`src/hw/cfa_pkg.sv`:
```
// Purpose: Constants shared by the scan frame assembler and its test bench.
// Assumes: One 250 MHz clock, APB register access with 32-bit data.
// Notes:   Offsets are byte addresses of aligned 32-bit words.
`default_nettype none

package cfa_pkg;

  // ----------------------------------------------------------------------
  // Frame layout
  // ----------------------------------------------------------------------
  localparam int unsigned FREQ_WORDS   = 5;
  localparam int unsigned FREQ_W       = 24;
  localparam int unsigned VOLT_CH      = 8;
  localparam int unsigned SAMPLE_W     = 12;
  localparam int unsigned FULL_SLOTS   = 33;
  localparam logic [5:0]  SLOT_MOD     = 6'h20;
  localparam logic [5:0]  SLOT_NAV     = 6'h21;
  localparam logic [5:0]  WORD_SEC_T   = 6'h03;
  localparam logic [5:0]  WORD_SEC_C   = 6'h04;
  localparam logic [5:0]  WORD_VOLT0   = 6'h05;
  localparam logic [5:0]  WORD_VOLT3   = 6'h08;
  localparam logic [5:0]  WORD_LIGHT   = 6'h09;
  localparam logic [5:0]  WORD_PTEMP   = 6'h0A;
  localparam logic [5:0]  BYTES_PER_WORD = 6'h03;

  // ----------------------------------------------------------------------
  // Status nibble bit positions
  // ----------------------------------------------------------------------
  localparam int unsigned ST_PUMP      = 0;
  localparam int unsigned ST_BOTTOM    = 1;
  localparam int unsigned ST_CONFIRM   = 2;
  localparam int unsigned ST_NOCARRIER = 3;

  // ----------------------------------------------------------------------
  // Register map
  // ----------------------------------------------------------------------
  localparam logic [11:0] OFS_CTRL     = 12'h000;
  localparam logic [11:0] OFS_AVG      = 12'h004;
  localparam logic [11:0] OFS_STAT     = 12'h008;
  localparam logic [11:0] OFS_SCANS    = 12'h00C;

  localparam int unsigned CTRL_DROP_SEC = 0;
  localparam int unsigned CTRL_LIGHT_EN = 1;
  localparam int unsigned CTRL_NAV_EN   = 2;
  localparam int unsigned CTRL_VW_LSB   = 4;
  localparam int unsigned CTRL_VW_W     = 3;
  localparam logic [2:0]  VW_MAX        = 3'h4;

  localparam logic        RST_DROP_SEC = 1'b0;
  localparam logic        RST_LIGHT_EN = 1'b1;
  localparam logic        RST_NAV_EN   = 1'b0;
  localparam logic [2:0]  RST_VWORDS   = 3'h4;
  localparam logic [7:0]  RST_AVG      = 8'h01;

  // ----------------------------------------------------------------------
  // Sequencer states
  // ----------------------------------------------------------------------
  typedef enum logic [4:0] {
    CFA_IDLE  = 5'b00001,
    CFA_BUILD = 5'b00010,
    CFA_FETCH = 5'b00100,
    CFA_LOAD  = 5'b01000,
    CFA_SEND  = 5'b10000
  } cfa_state_t;

endpackage

`default_nettype wire

```
`src/hw/cfa_mem_if.sv`:
```
// Purpose: Write and read port bundle between the assembler and its frame memory.
// Assumes: Both ends sit on ref_clk.
// Notes:   Read data appear one clock after the address.
`default_nettype none

interface cfa_mem_if #(
  parameter int unsigned AW = 6
);
  logic          wr_en;
  logic [AW-1:0] wr_addr;
  logic [7:0]    wr_data;
  logic [AW-1:0] rd_addr;
  logic [7:0]    rd_data;

  modport ctl (output wr_en, output wr_addr, output wr_data, output rd_addr, input rd_data);
  modport mem (input wr_en, input wr_addr, input wr_data, input rd_addr, output rd_data);
endinterface

`default_nettype wire

```
`src/hw/cfa_scan_frame.sv`:
```
// Purpose: Assembles one instrument scan into a gap-free byte frame for the host.
// Assumes: Scan fields arrive with scan_valid on ref_clk; status pins are asynchronous.
// Notes:   Settings are latched at scan start so a register write never splits a frame.
//
// Notes on behaviour
// - Two voltage channels fill three bytes: high, split nibbles, low.
// - Light value follows a zero byte: high nibble low, then eight low bits.
// - Light count rises with voltage; passed through as sampled.
// - Pressure temperature high byte, then its low nibble over status nibble.
// - Pressure temperature is sent as a plain unsigned twelve-bit code.
// - Status bit zero is one while the pump runs.
// - Status bit one is one while the bottom switch is open.
// - Status bit two is one while the sampler confirm is seen.
// - Status bit three is zero while modem carrier is detected.
// - Eight-bit modulo count advances each scan and wraps to zero.
// - With averaging the modulo count advances by the averaged scan count.
// - End-of-frame marker is raised with the modulo count byte only.
// - Dropping secondary sensors removes words three and four.
// - Fewer voltage words drops words eight downward toward five.
// - Unused light channel removes word nine.
// - Remaining bytes are packed without gaps.
// - Voltage channels are sent inverted: full code at zero volts.
//
// Local design decisions: the address map and register access over APB.
`default_nettype none

module cfa_scan_frame
  import cfa_pkg::*;
#(
  parameter int unsigned NAV_BYTES = 16,
  parameter int unsigned AW        = 6
) (
  input  wire logic                            ref_clk,
  input  wire logic                            rst_n,
  input  wire logic [11:0]                     paddr,
  input  wire logic                            psel,
  input  wire logic                            penable,
  input  wire logic                            pwrite,
  input  wire logic [31:0]                     pwdata,
  output logic      [31:0]                     prdata,
  output logic                                 pready,
  output logic                                 pslverr,
  input  wire logic                            scan_valid,
  output logic                                 scan_ready,
  input  wire logic [FREQ_WORDS*FREQ_W-1:0]    freq_words,
  input  wire logic [VOLT_CH*SAMPLE_W-1:0]     volt_adc,
  input  wire logic [SAMPLE_W-1:0]             light_adc,
  input  wire logic [SAMPLE_W-1:0]             ptemp_code,
  input  wire logic [NAV_BYTES*8-1:0]          nav_data,
  input  wire logic                            pump_run,
  input  wire logic                            bottom_closed,
  input  wire logic                            sampler_confirm,
  input  wire logic                            carrier_det,
  output logic      [7:0]                      out_data,
  output logic                                 out_valid,
  output logic                                 out_eoi,
  input  wire logic                            out_ready
);

  // ----------------------------------------------------------------------
  // State
  // ----------------------------------------------------------------------
  typedef struct packed {
    cfa_state_t                       fsm;
    logic [3:0]                       sync1;
    logic [3:0]                       sync2;
    logic                             cfg_drop_sec;
    logic                             cfg_light_en;
    logic                             cfg_nav_en;
    logic [2:0]                       cfg_vwords;
    logic [7:0]                       cfg_avg;
    logic                             f_drop_sec;
    logic                             f_light_en;
    logic                             f_nav_en;
    logic [2:0]                       f_vwords;
    logic [7:0]                       f_avg;
    logic [FREQ_WORDS*FREQ_W-1:0]     f_freq;
    logic [VOLT_CH*SAMPLE_W-1:0]      f_volt;
    logic [SAMPLE_W-1:0]              f_light;
    logic [SAMPLE_W-1:0]              f_ptemp;
    logic [3:0]                       f_stat;
    logic [NAV_BYTES*8-1:0]           f_nav;
    logic [5:0]                       slot;
    logic [AW-1:0]                    wptr;
    logic [AW-1:0]                    rptr;
    logic [AW-1:0]                    len;
    logic [AW-1:0]                    mod_pos;
    logic [7:0]                       modulo;
    logic [15:0]                      scans;
    logic                             pready;
    logic                             pslverr;
    logic [31:0]                      prdata;
    logic                             scan_ready;
    logic [7:0]                       out_data;
    logic                             out_valid;
    logic                             out_eoi;
  } cfa_st_t;

  cfa_st_t st_ff;
  cfa_st_t nxt_st;

  cfa_mem_if #(.AW(AW)) mem_port ();

  localparam logic [5:0] SLOT_LAST_NAV = 6'(FULL_SLOTS + NAV_BYTES - 1);

  // ----------------------------------------------------------------------
  // Helpers
  // ----------------------------------------------------------------------
  function automatic logic is_mapped(input logic [11:0] a);
    return (a == OFS_CTRL) || (a == OFS_AVG) || (a == OFS_STAT) || (a == OFS_SCANS);
  endfunction

  // Decides whether a slot of the full frame survives the suppression settings.
  function automatic logic slot_kept(input logic [5:0] s, input logic drop_sec,
                                     input logic [2:0] vw, input logic light_en);
    logic [5:0] w;
    logic       keep;
    w    = s / BYTES_PER_WORD;
    keep = 1'b1;
    if ((w == WORD_SEC_T) || (w == WORD_SEC_C)) begin
      keep = !drop_sec;
    end else if ((w >= WORD_VOLT0) && (w <= WORD_VOLT3)) begin
      keep = (w - WORD_VOLT0) < {3'h0, vw};
    end else if (w == WORD_LIGHT) begin
      keep = light_en;
    end
    return keep;
  endfunction

  // Produces byte s of the unsuppressed frame from the latched scan fields.
  function automatic logic [7:0] frame_byte(input cfa_st_t f, input logic [5:0] s);
    logic [5:0]          w;
    logic [5:0]          r;
    logic [2:0]          k;
    logic [SAMPLE_W-1:0] ch_a;
    logic [SAMPLE_W-1:0] ch_b;
    logic [FREQ_W-1:0]   fq;
    logic [7:0]          b;
    w    = s / BYTES_PER_WORD;
    r    = s - (w * BYTES_PER_WORD);
    k    = 3'(w - WORD_VOLT0);
    ch_a = ~f.f_volt[{k, 1'b0} * SAMPLE_W +: SAMPLE_W];
    ch_b = ~f.f_volt[{k, 1'b1} * SAMPLE_W +: SAMPLE_W];
    fq   = f.f_freq[w[2:0] * FREQ_W +: FREQ_W];
    b    = 8'h00;
    if (w < WORD_VOLT0) begin
      b = (r == 6'h00) ? fq[23:16] : (r == 6'h01) ? fq[15:8] : fq[7:0];
    end else if (w <= WORD_VOLT3) begin
      b = (r == 6'h00) ? ch_a[11:4] : (r == 6'h01) ? {ch_a[3:0], ch_b[11:8]} : ch_b[7:0];
    end else if (w == WORD_LIGHT) begin
      b = (r == 6'h00) ? 8'h00 : (r == 6'h01) ? {4'h0, f.f_light[11:8]} : f.f_light[7:0];
    end else if (w == WORD_PTEMP) begin
      b = (r == 6'h00) ? f.f_ptemp[11:4] : (r == 6'h01) ? {f.f_ptemp[3:0], f.f_stat} :
          f.modulo;
    end
    return b;
  endfunction

  // ----------------------------------------------------------------------
  // Next state
  // ----------------------------------------------------------------------
  always_comb begin
    logic       acc;
    logic       wr;
    logic [7:0] step;
    logic [3:0] stat;
    acc    = 1'b0;
    wr     = 1'b0;
    step   = 8'h00;
    stat   = 4'h0;
    nxt_st = st_ff;

    nxt_st.sync1 = {carrier_det, sampler_confirm, bottom_closed, pump_run};
    nxt_st.sync2 = st_ff.sync1;
    stat[ST_PUMP]      = st_ff.sync2[0];
    stat[ST_BOTTOM]    = !st_ff.sync2[1];
    stat[ST_CONFIRM]   = st_ff.sync2[2];
    stat[ST_NOCARRIER] = !st_ff.sync2[3];

    // APB: one wait state, answer registered on the second access cycle.
    nxt_st.pready  = 1'b0;
    nxt_st.pslverr = 1'b0;
    if (psel && penable && !st_ff.pready) begin
      nxt_st.pready  = 1'b1;
      nxt_st.pslverr = !is_mapped(paddr);
      unique case (paddr)
        OFS_CTRL:  nxt_st.prdata = {25'h0, st_ff.cfg_vwords, 1'b0, st_ff.cfg_nav_en,
                                    st_ff.cfg_light_en, st_ff.cfg_drop_sec};
        OFS_AVG:   nxt_st.prdata = {24'h0, st_ff.cfg_avg};
        OFS_STAT:  nxt_st.prdata = {8'h00, 2'(0), 6'(st_ff.len), st_ff.modulo, 3'h0,
                                    !st_ff.fsm[0], stat};
        OFS_SCANS: nxt_st.prdata = {16'h0000, st_ff.scans};
        default:   nxt_st.prdata = 32'h0000_0000;
      endcase
    end
    if (psel && penable && st_ff.pready && pwrite && is_mapped(paddr)) begin
      if (paddr == OFS_CTRL) begin
        nxt_st.cfg_drop_sec = pwdata[CTRL_DROP_SEC];
        nxt_st.cfg_light_en = pwdata[CTRL_LIGHT_EN];
        nxt_st.cfg_nav_en   = pwdata[CTRL_NAV_EN];
        nxt_st.cfg_vwords   = (pwdata[CTRL_VW_LSB +: CTRL_VW_W] > VW_MAX) ? VW_MAX :
                              pwdata[CTRL_VW_LSB +: CTRL_VW_W];
      end else if (paddr == OFS_AVG) begin
        nxt_st.cfg_avg = pwdata[7:0];
      end
    end

    unique case (st_ff.fsm)
      CFA_IDLE: begin
        acc = scan_valid && st_ff.scan_ready;
        if (acc) begin
          nxt_st.scan_ready = 1'b0;
          nxt_st.f_drop_sec = st_ff.cfg_drop_sec;
          nxt_st.f_light_en = st_ff.cfg_light_en;
          nxt_st.f_nav_en   = st_ff.cfg_nav_en;
          nxt_st.f_vwords   = st_ff.cfg_vwords;
          nxt_st.f_avg      = st_ff.cfg_avg;
          nxt_st.f_freq     = freq_words;
          nxt_st.f_volt     = volt_adc;
          nxt_st.f_light    = light_adc;
          nxt_st.f_ptemp    = ptemp_code;
          nxt_st.f_stat     = stat;
          nxt_st.f_nav      = nav_data;
          nxt_st.slot       = 6'h00;
          nxt_st.wptr       = '0;
          nxt_st.fsm        = CFA_BUILD;
        end
      end
      CFA_BUILD: begin
        if (st_ff.slot < SLOT_NAV) begin
          wr = slot_kept(st_ff.slot, st_ff.f_drop_sec, st_ff.f_vwords, st_ff.f_light_en);
        end else begin
          wr = st_ff.f_nav_en;
        end
        if (wr) begin
          nxt_st.wptr = st_ff.wptr + 1'b1;
        end
        if (st_ff.slot == SLOT_MOD) begin
          nxt_st.mod_pos = st_ff.wptr;
        end
        nxt_st.slot = st_ff.slot + 6'h01;
        if ((st_ff.slot == SLOT_MOD && !st_ff.f_nav_en) || st_ff.slot == SLOT_LAST_NAV) begin
          step = (st_ff.f_avg == 8'h00) ? 8'h01 : st_ff.f_avg;
          nxt_st.modulo = st_ff.modulo + step;
          nxt_st.scans  = st_ff.scans + 16'h0001;
          nxt_st.len    = nxt_st.wptr;
          nxt_st.rptr   = '0;
          nxt_st.fsm    = CFA_FETCH;
        end
      end
      CFA_FETCH: begin
        nxt_st.fsm = CFA_LOAD;
      end
      CFA_LOAD: begin
        nxt_st.out_data  = mem_port.rd_data;
        nxt_st.out_eoi   = (st_ff.rptr == st_ff.mod_pos);
        nxt_st.out_valid = 1'b1;
        nxt_st.fsm       = CFA_SEND;
      end
      CFA_SEND: begin
        if (out_ready) begin
          nxt_st.out_valid = 1'b0;
          nxt_st.out_eoi   = 1'b0;
          if (st_ff.rptr == st_ff.len - 1'b1) begin
            nxt_st.scan_ready = 1'b1;
            nxt_st.fsm        = CFA_IDLE;
          end else begin
            nxt_st.rptr = st_ff.rptr + 1'b1;
            nxt_st.fsm  = CFA_FETCH;
          end
        end
      end
      default: begin
        nxt_st.fsm = CFA_IDLE;
      end
    endcase

    mem_port.wr_en   = wr;
    mem_port.wr_addr = st_ff.wptr;
    mem_port.wr_data = (st_ff.slot < SLOT_NAV) ? frame_byte(st_ff, st_ff.slot) :
                       st_ff.f_nav[6'(st_ff.slot - SLOT_NAV) * 8 +: 8];
    mem_port.rd_addr = st_ff.rptr;
  end

  // ----------------------------------------------------------------------
  // Registers
  // ----------------------------------------------------------------------
  always_ff @(posedge ref_clk or negedge rst_n) begin
    if (!rst_n) begin
      st_ff              <= '0;
      st_ff.fsm          <= CFA_IDLE;
      st_ff.cfg_drop_sec <= RST_DROP_SEC;
      st_ff.cfg_light_en <= RST_LIGHT_EN;
      st_ff.cfg_nav_en   <= RST_NAV_EN;
      st_ff.cfg_vwords   <= RST_VWORDS;
      st_ff.cfg_avg      <= RST_AVG;
      st_ff.scan_ready   <= 1'b1;
    end else begin
      st_ff <= nxt_st;
    end
  end

  cfa_frame_mem #(.AW(AW)) u_mem (
    .ref_clk (ref_clk),
    .rst_n   (rst_n),
    .port    (mem_port.mem)
  );

  assign prdata     = st_ff.prdata;
  assign pready     = st_ff.pready;
  assign pslverr    = st_ff.pslverr;
  assign scan_ready = st_ff.scan_ready;
  assign out_data   = st_ff.out_data;
  assign out_valid  = st_ff.out_valid;
  assign out_eoi    = st_ff.out_eoi;

endmodule

`default_nettype wire

```
`src/hw/cfa_frame_mem.sv`:
```
// Purpose: Byte store holding one compacted scan frame.
// Assumes: Single clock; one write and one read per cycle.
// Notes:   The array itself has no reset; only the read register does.
`default_nettype none

module cfa_frame_mem #(
  parameter int unsigned AW = 6
) (
  input  wire logic ref_clk,
  input  wire logic rst_n,
  cfa_mem_if.mem    port
);

  logic [7:0] mem_q [2**AW];
  logic [7:0] rd_data_ff;

  always_ff @(posedge ref_clk) begin
    if (port.wr_en) begin
      mem_q[port.wr_addr] <= port.wr_data;
    end
  end

  always_ff @(posedge ref_clk or negedge rst_n) begin
    if (!rst_n) begin
      rd_data_ff <= 8'h00;
    end else begin
      rd_data_ff <= mem_q[port.rd_addr];
    end
  end

  assign port.rd_data = rd_data_ff;

endmodule

`default_nettype wire

```
`config.mk`:
```
export PLATFORM = sky130hd
export DESIGN_NAME = cfa_scan_frame
export DESIGN_NICKNAME = d
export VERILOG_FILES = /design/src/hw/cfa_pkg.sv /design/src/hw/cfa_mem_if.sv /design/src/hw/cfa_scan_frame.sv /design/src/hw/cfa_frame_mem.sv
export SDC_FILE = /design/constraint.sdc
export NUM_CORES = 2
export LEC_CHECK = 0
export BUFFER_PORTS_ARGS = -buffer_cell sky130_fd_sc_hd__buf_2
export CORE_MARGIN = 3
export CORE_UTILIZATION = 25
export CTS_BUF_LIST = sky130_fd_sc_hd__clkbuf_8 sky130_fd_sc_hd__clkbuf_16
export CTS_CLUSTER_DIAMETER = 30
export DETAILED_ROUTE_END_ITERATION = 6
export GPL_TIMING_DRIVEN = 0
export SKIP_CTS_REPAIR_TIMING = 1
export SYNTH_ARGS = -nofsm -noshare
export SYNTH_HDL_FRONTEND = slang
export SYNTH_SLANG_ARGS = --single-unit
```
`constraint.sdc`:
```
create_clock -name ref_clk -period 28 [get_ports ref_clk]
set_clock_uncertainty 0.2 [all_clocks]
set_input_delay 1.4 -clock ref_clk [delete_from_list [all_inputs] [get_ports ref_clk]]
set_output_delay 1.4 -clock ref_clk [all_outputs]
set_load 0.01 [all_outputs]
```
======== After elaboration in Yosys (flattened, before gate mapping) ========
Memory sizes are Yosys's and may differ from the RTL's. A register that Yosys moved wholly into a read port is not among the register bits.
Index checks and enable logic that the tools add are counted.
word-level totals
  bits in registers ....................... 512
  bits in writable memories ............... 512
  bits of input ports ..................... 423
  output and inout port bits .............. 45
  logic and storage cells ................. 164
  memories ................................ 1
cells by class
  $add $sub $neg .......................... 9
  $mul .................................... 4
  div/mod/pow operators ................... 1
  $lt $le $gt $ge ......................... 6
  eq/ne operators ......................... 22
  shift-type cells ........................ 4
  multiplexer cells ....................... 43
  bitwise operators ....................... 3
  reduce and logical (&&, ||, !) cells .... 38
memory list
  memory       depth  bits a word  read ports  clocked after memory_dff  wr ports  RTL line             RTL
  u_mem.mem_q  64     8            1           1                         1         cfa_frame_mem.sv:14  logic [7:0] mem_q [2**AW];
operators by type and width
  kind                                                                     number
  96-bit by 9-bit variable part select with 12-bit output                  2
  128-bit by 10-bit variable part select with 8-bit output                 1
  120-bit by 9-bit variable part select with 24-bit output                 1
  8-bit 2-to-1 mux                                                         14
  22-bit case mux with 4 select lines                                      1
  34-bit 2-to-1 mux                                                        1
  5-bit case mux with 5 select lines                                       1
  12-bit by 4-bit equality test with 1-bit output (second input constant)  2
  12-bit 2-to-1 mux                                                        2
  12-bit NOT                                                               2
  12-bit case mux with 2 select lines                                      1
  6-bit by 1-bit adder with 6-bit output (second input constant)           3
  6-bit 2-to-1 mux                                                         3
  16-bit by 1-bit adder with 16-bit output (second input constant)         1
  5-bit 2-to-1 mux                                                         3
  12-bit by 3-bit equality test with 1-bit output (second input constant)  1
  6-bit by 4-bit equality test with 1-bit output (second input constant)   2
  6-bit equality test                                                      2
  6-bit equality test (second input constant)                              2
  12-bit zero test                                                         1
  6-bit case mux with 2 select lines                                       1
  2-bit AND reduction                                                      6
  1-bit 2-to-1 mux                                                         11
  3-bit by 2-bit multiplier with 5-bit output (second input constant)      2
  36 further kinds                                                         64

======== Depth between registers and ports, before layout ========
  word-level depth ........................ 11
  mapped depth ............................ 33
  depth with buffers taken out ............ 26

======== Modules after synthesis ========
From an unflattened synthesis, not the netlist that was laid out.
second synthesis, totals
  cells, all modules ...................... 3723
  area, all modules ....................... 44963.1 um2
modules (own cells, without submodules)
  module          instances  cells each  area each (um2)
  cfa_scan_frame  1          2781        24751.2
  cfa_frame_mem   1          942         20211.9

======== Least setup slack after synthesis ========
Ideal clock, no wire load.
  path type ............................... reg2reg
  start point ............................. register st_ff[93] (netlist name)
  end point ............................... memory u_mem.mem_q[0][4], data pin
  library setup time ...................... 567 ps
  data arrival time ....................... 8294 ps
  path slack .............................. 18939 ps
  stages on the path, launching flop included .. 29
  path buffers ............................ 7
  path through ............................ dfrtp_1 > buf_1 > clkbuf_1 > inv_1 > ha_1 > nor2_1 > o22ai_1 > a221oi_2 > o221ai_2 > inv_1 > mux2i_1 > or2_1 > buf_2 > clkbuf_1 > ha_1 > inv_1 > buf_1 > ha_1 > o211ai_1 > o2111a_1 > o221ai_1 > or3b_2 > nand2b_1 > clkbuf_1 > clkbuf_1 > mux2i_1 > o311ai_0 > a32oi_1 > o221ai_1
on the way
  cells in the longest elaborated chain, start to end .. 11
RTL lines
  item                                                                                               RTL line               RTL
  start, declared                                                                                    cfa_scan_frame.sv:99   cfa_st_t st_ff;
  start signal, assigned                                                                             cfa_scan_frame.sv:299  st_ff <= nxt_st;
  parallel branches: the longest is 10 deep, another holds 6-bit by 2-bit divider with 6-bit output  --
  8-bit 2-to-1 mux (*)                                                                               cfa_scan_frame.sv:280  mem_port.wr_data = (st_ff.slot < SLOT_NAV) ? frame_byte(st_ff, st_ff.slot) :
  net mem_port.wr_data[4]                                                                            cfa_mem_if.sv:11       logic [7:0] wr_data;
  end, declared                                                                                      cfa_frame_mem.sv:14
Mark *: on every way through the listed nets, which the timed path passes.

======== Worst setup path after layout ========
  start point ............................. register st_ff[93] (netlist name)
  end point ............................... memory u_mem.mem_q[8][0], data pin
Same word-level chain as after synthesis.

==> run_results.csv <==
group,metric,value,unit
yosys,synth_edf_count,512,
flow_run,cap_viol_max_count,0,
yosys,synth_simple_gate_area_frac,0.144,
setup_path,cp-endpoint,"u_mem.mem_q[8][0]",
power_and_ir_drop,vdd.ir_drop.worst,0.0654,mV
floorplan,design.portCount,468,
sta,max_freq,0.0834,GHz
place,post_placement_cell_area,50100,µm²
sta,grt_setup_unrepaired,"no",
setup_path,nature_of_the_critical_path_endpoint,"flop",
cells_and_area,multi_input_area,15200,µm²
setup_path,timing.critical_path.fanout_max,35,
route,route.vias.total,31900,
sta,fin_crit,11990,ps
setup_path,r2r-end,"u_mem.mem_q[8][0]",
setup_path,ff2ff_setup_slack,16010,ps
sta,final-hold-violation-count,0,
yosys,synthesis.area_per_instance,12.3,µm²
floorplan,floorplan.initialDensity,0.252,
setup_path,critical_path_class,"reg2reg",
setup_path,cp_slowest_cell,"sky130_fd_sc_hd__buf_1",
power_and_ir_drop,static-leakage-power,22.5,nW
setup_path,arrival,12400,ps
global_routing,grt.met2_usage,0.280,
global_routing,first_global_vias,32100,
place,pre_cts_slack,16000,ps
sta,tns,0,ps
cts,tritoncts.num_buffers,194,
yosys,synth.yosys.seq_area_share,0.633,
floorplan,num_rows,154,
yosys,synth_top_family_by_area,"simple AND/OR/NAND/NOR gates",
setup_path,worstPathRequired,28410,ps
power_and_ir_drop,power_density_cells,71.0,nW/µm²
global_routing,top_usage_layer,"met2",
yosys,netlist_top_cells_area,"sky130_fd_sc_hd__edfxtp_1 (35%), sky130_fd_sc_hd__dfrtp_1 (28%), sky130_fd_sc_hd__nand2_1 (11%)",
global_routing,grt_max_degree,123,
yosys,synthDistinctLibCells,73,
global_routing,grt_total_usage,0.164,
cells_and_area,finalNetCount,4724,
floorplan,die_area,183000,µm²
global_routing,global_route_met1_usage,0.202,
yosys,portion_of_netlist_area_occupied_by_mux_cells,0.132,
route,route.detailed.wl_per_inst,22.6,µm
yosys,post_synth_inst_count,3604,
global_routing,initial_antenna_violation_count,40,
yosys,post_synth_instance_area,44500,µm²
place,gpl.final_weighted_congestion,0.964,
cells_and_area,n_fill_cell,17700,
route,routed_wirelength,153,mm
yosys,synth_area_in_compound_gates,0.0406,
yosys,synth.ff_latch_count,1022,
floorplan,core_area,176000,µm²
yosys,synth-main-ff-cell,"sky130_fd_sc_hd__edfxtp_1",
global_routing,grt_first_pass_wirelength,220,mm
yosys,synthArstFlopShare,0.499,
route,post-route-drc-count,0,
route,detail_route.iter0.violations,2852,
floorplan,die_width,428,µm
setup_path,critPathLaunchType,"flop",
cts,clk-insertion-delay-late,810,ps
cts,clock-root-buffer,"sky130_fd_sc_hd__clkbuf_16",
min_path,hp-class,"reg2reg",
sta,final_min_period_over_clock_period,0.428,
setup_path,worstReg2RegStart,"st_ff[93]",
cells_and_area,ratio_of_cells_with_drive_above_1_in_the_final_layout,0.258,
place,dpl.hpwl,114,mm
cts,tritoncts_num_sinks,1022,
cells_and_area,layout.cell_area.non_filler,57100,µm²
yosys,yosys.area.top_type_share,0.346,
place,io_buffer_count,432,
cts,clkSlewWorstSetupHoldPaths,60,ps
route,post_route_antenna_net_violation_count,0,
sta,timing_worst_slew_pin_value,1370,ps
global_routing,overflow,0,
setup_path,crit_path_start,"st_ff[93]",
cells_and_area,area_delta_synth_final,28.4,%
cells_and_area,register_area,28100,µm²
sta,hold_slack,118,ps
route,dr.pass1.iters,5,
sta,maxSlewHeadroom,0.0805,
global_routing,use_met3,0.0327,
yosys,post-synth-top-area-cell,"sky130_fd_sc_hd__edfxtp_1",
cts,max-clock-path-buffers,3,
yosys,adder_cell_area_share_of_the_yosys_netlist,0.0129,
sta,final_ws_setup,16010,ps
cts,cts_tree,"built",
cts,clock_tree.htree_level_count,4,
cells_and_area,most-common-layout-cells,"sky130_fd_sc_hd__nand2_1 (1342), sky130_fd_sc_hd__edfxtp_1 (512), sky130_fd_sc_hd__dfrtp_1 (505)",
route,via_per_inst,4.70,
setup_path,critPathMaxStageDelay,990,ps
setup_path,reg2reg_depth,31,
cells_and_area,layout.cells.most_common,"sky130_fd_sc_hd__nand2_1",
sta,setup_violations,0,
yosys,synthXorXnorAreaFrac,0.00942,
floorplan,die_h,428,µm
yosys,synth_warnings,0,
sta,timing.final.max_slew_violations,0,
status,run_status,"finished clean",
## report_power, final
group / total (mW) / switching, mW / internal (mW)
Sequential: 1.57 / 0.000601 / 1.57
Clock: 2.43 / 0.860 / 1.57
Combinational: 0.0561 / 0.0321 / 0.0240
## cells by family (layout without fill, tap and decap cells)
group,count (synthesis),count (layout)
other cells,1,37
flops,1022,1022
xor+xnor,47,47
mux,311,311
compound gates,280,280
simple gates,1610,1610
fa+ha+maj,43,43
buf+inv,290,1103
## worst min-delay path by stage
stage,startpoint,end,slack (ps),cells past startpoint
2_1_floorplan,nxt_st[499],st_ff[499],130,0
3_3_place_gp,nxt_st[499],st_ff[499],130,0
3_5_place_dp,nxt_st[501],st_ff[501],130,0
4_1_cts,nxt_st[501],st_ff[501],130,0
5_1_grt,nxt_st[501],st_ff[501],120,0
6_report,nxt_st[501],st_ff[501],120,0
## cell usage after synthesis, drive strengths merged (4+ instances only)
library cell  instances
a211oi                8
a21o                  8
a21oi                55
a221oi                6
a22o                  7
a22oi                 6
a31oi                21
a32oi                 8
and3                  5
buf                  83
clkbuf              171
dfrtp               505
dfstp                 5
edfxtp              512
fa                    5
ha                   38
inv                  36
mux2                 39
mux2i                56
mux4                216
nand2              1342
nand2b               16
nand3                58
nand4                11
nor2                107
nor2b                 6
nor3                 30
nor4                  5
o2111ai               4
o211ai               25
o21ai                90
o221ai               15
o311ai                4
o31ai                 5
or3                   8
or4                   4
xnor2                29
xor2                 18
## registers in the layout (all words and copies together) (netlist names)
signal              count
out_eoi                 1
u_mem.mem_q           512
out_valid               1
nxt_st                  4
pready                  1
prdata                 22
mem_port.rd_addr        6
pslverr                 1
st_ff                 451
mem_port.wr_addr        6
scan_ready              1
out_data                8
u_mem.port.rd_data      8
## metal layers
| layer | part of all wire | vias to the layer above |
|---|---|---|
| met5 | 0.00042 | - |
| met4 | 0.038 | 8 |
| met3 | 0.066 | 307 |
| met2 | 0.50 | 1366 |
| met1 | 0.39 | 16200 |
| li1 | - | 14000 |
## worst max-delay path, delay by kind of cell, from the launching register on
kind / cells / cell delay, ps
simple gates: 7 / 1240
mux: 1 / 310
fa+ha+maj: 3 / 1100
flops: 1 / 470
compound gates: 9 / 2530
buf+inv: 11 / 5870
## final cells by class
class | count | area share
flip-flops and latches | 1022 | 0.493
multi-input cells | 2301 | 0.266
inverters | 36 | 0.00241
clock buffers | 204 | 0.0876
diodes | 27 | 0.00118
repair buffers | 449 | 0.0448
plain buffers | 254 | 0.0201
well taps | 2340 | 0.0512
clock inverters | 160 | 0.0336
## per-stage QoR
step,std cells,total power [mW],utilization
final,6793,4.05,0.324
after global placement,6385,1.65,0.281
after CTS,6766,4.08,0.323
after detailed placement,6402,1.65,0.284
after floorplan,3613,1.60,-
after global routing,6785,4.16,0.324
No activity file was read; power rests on OpenSTA's default activity.
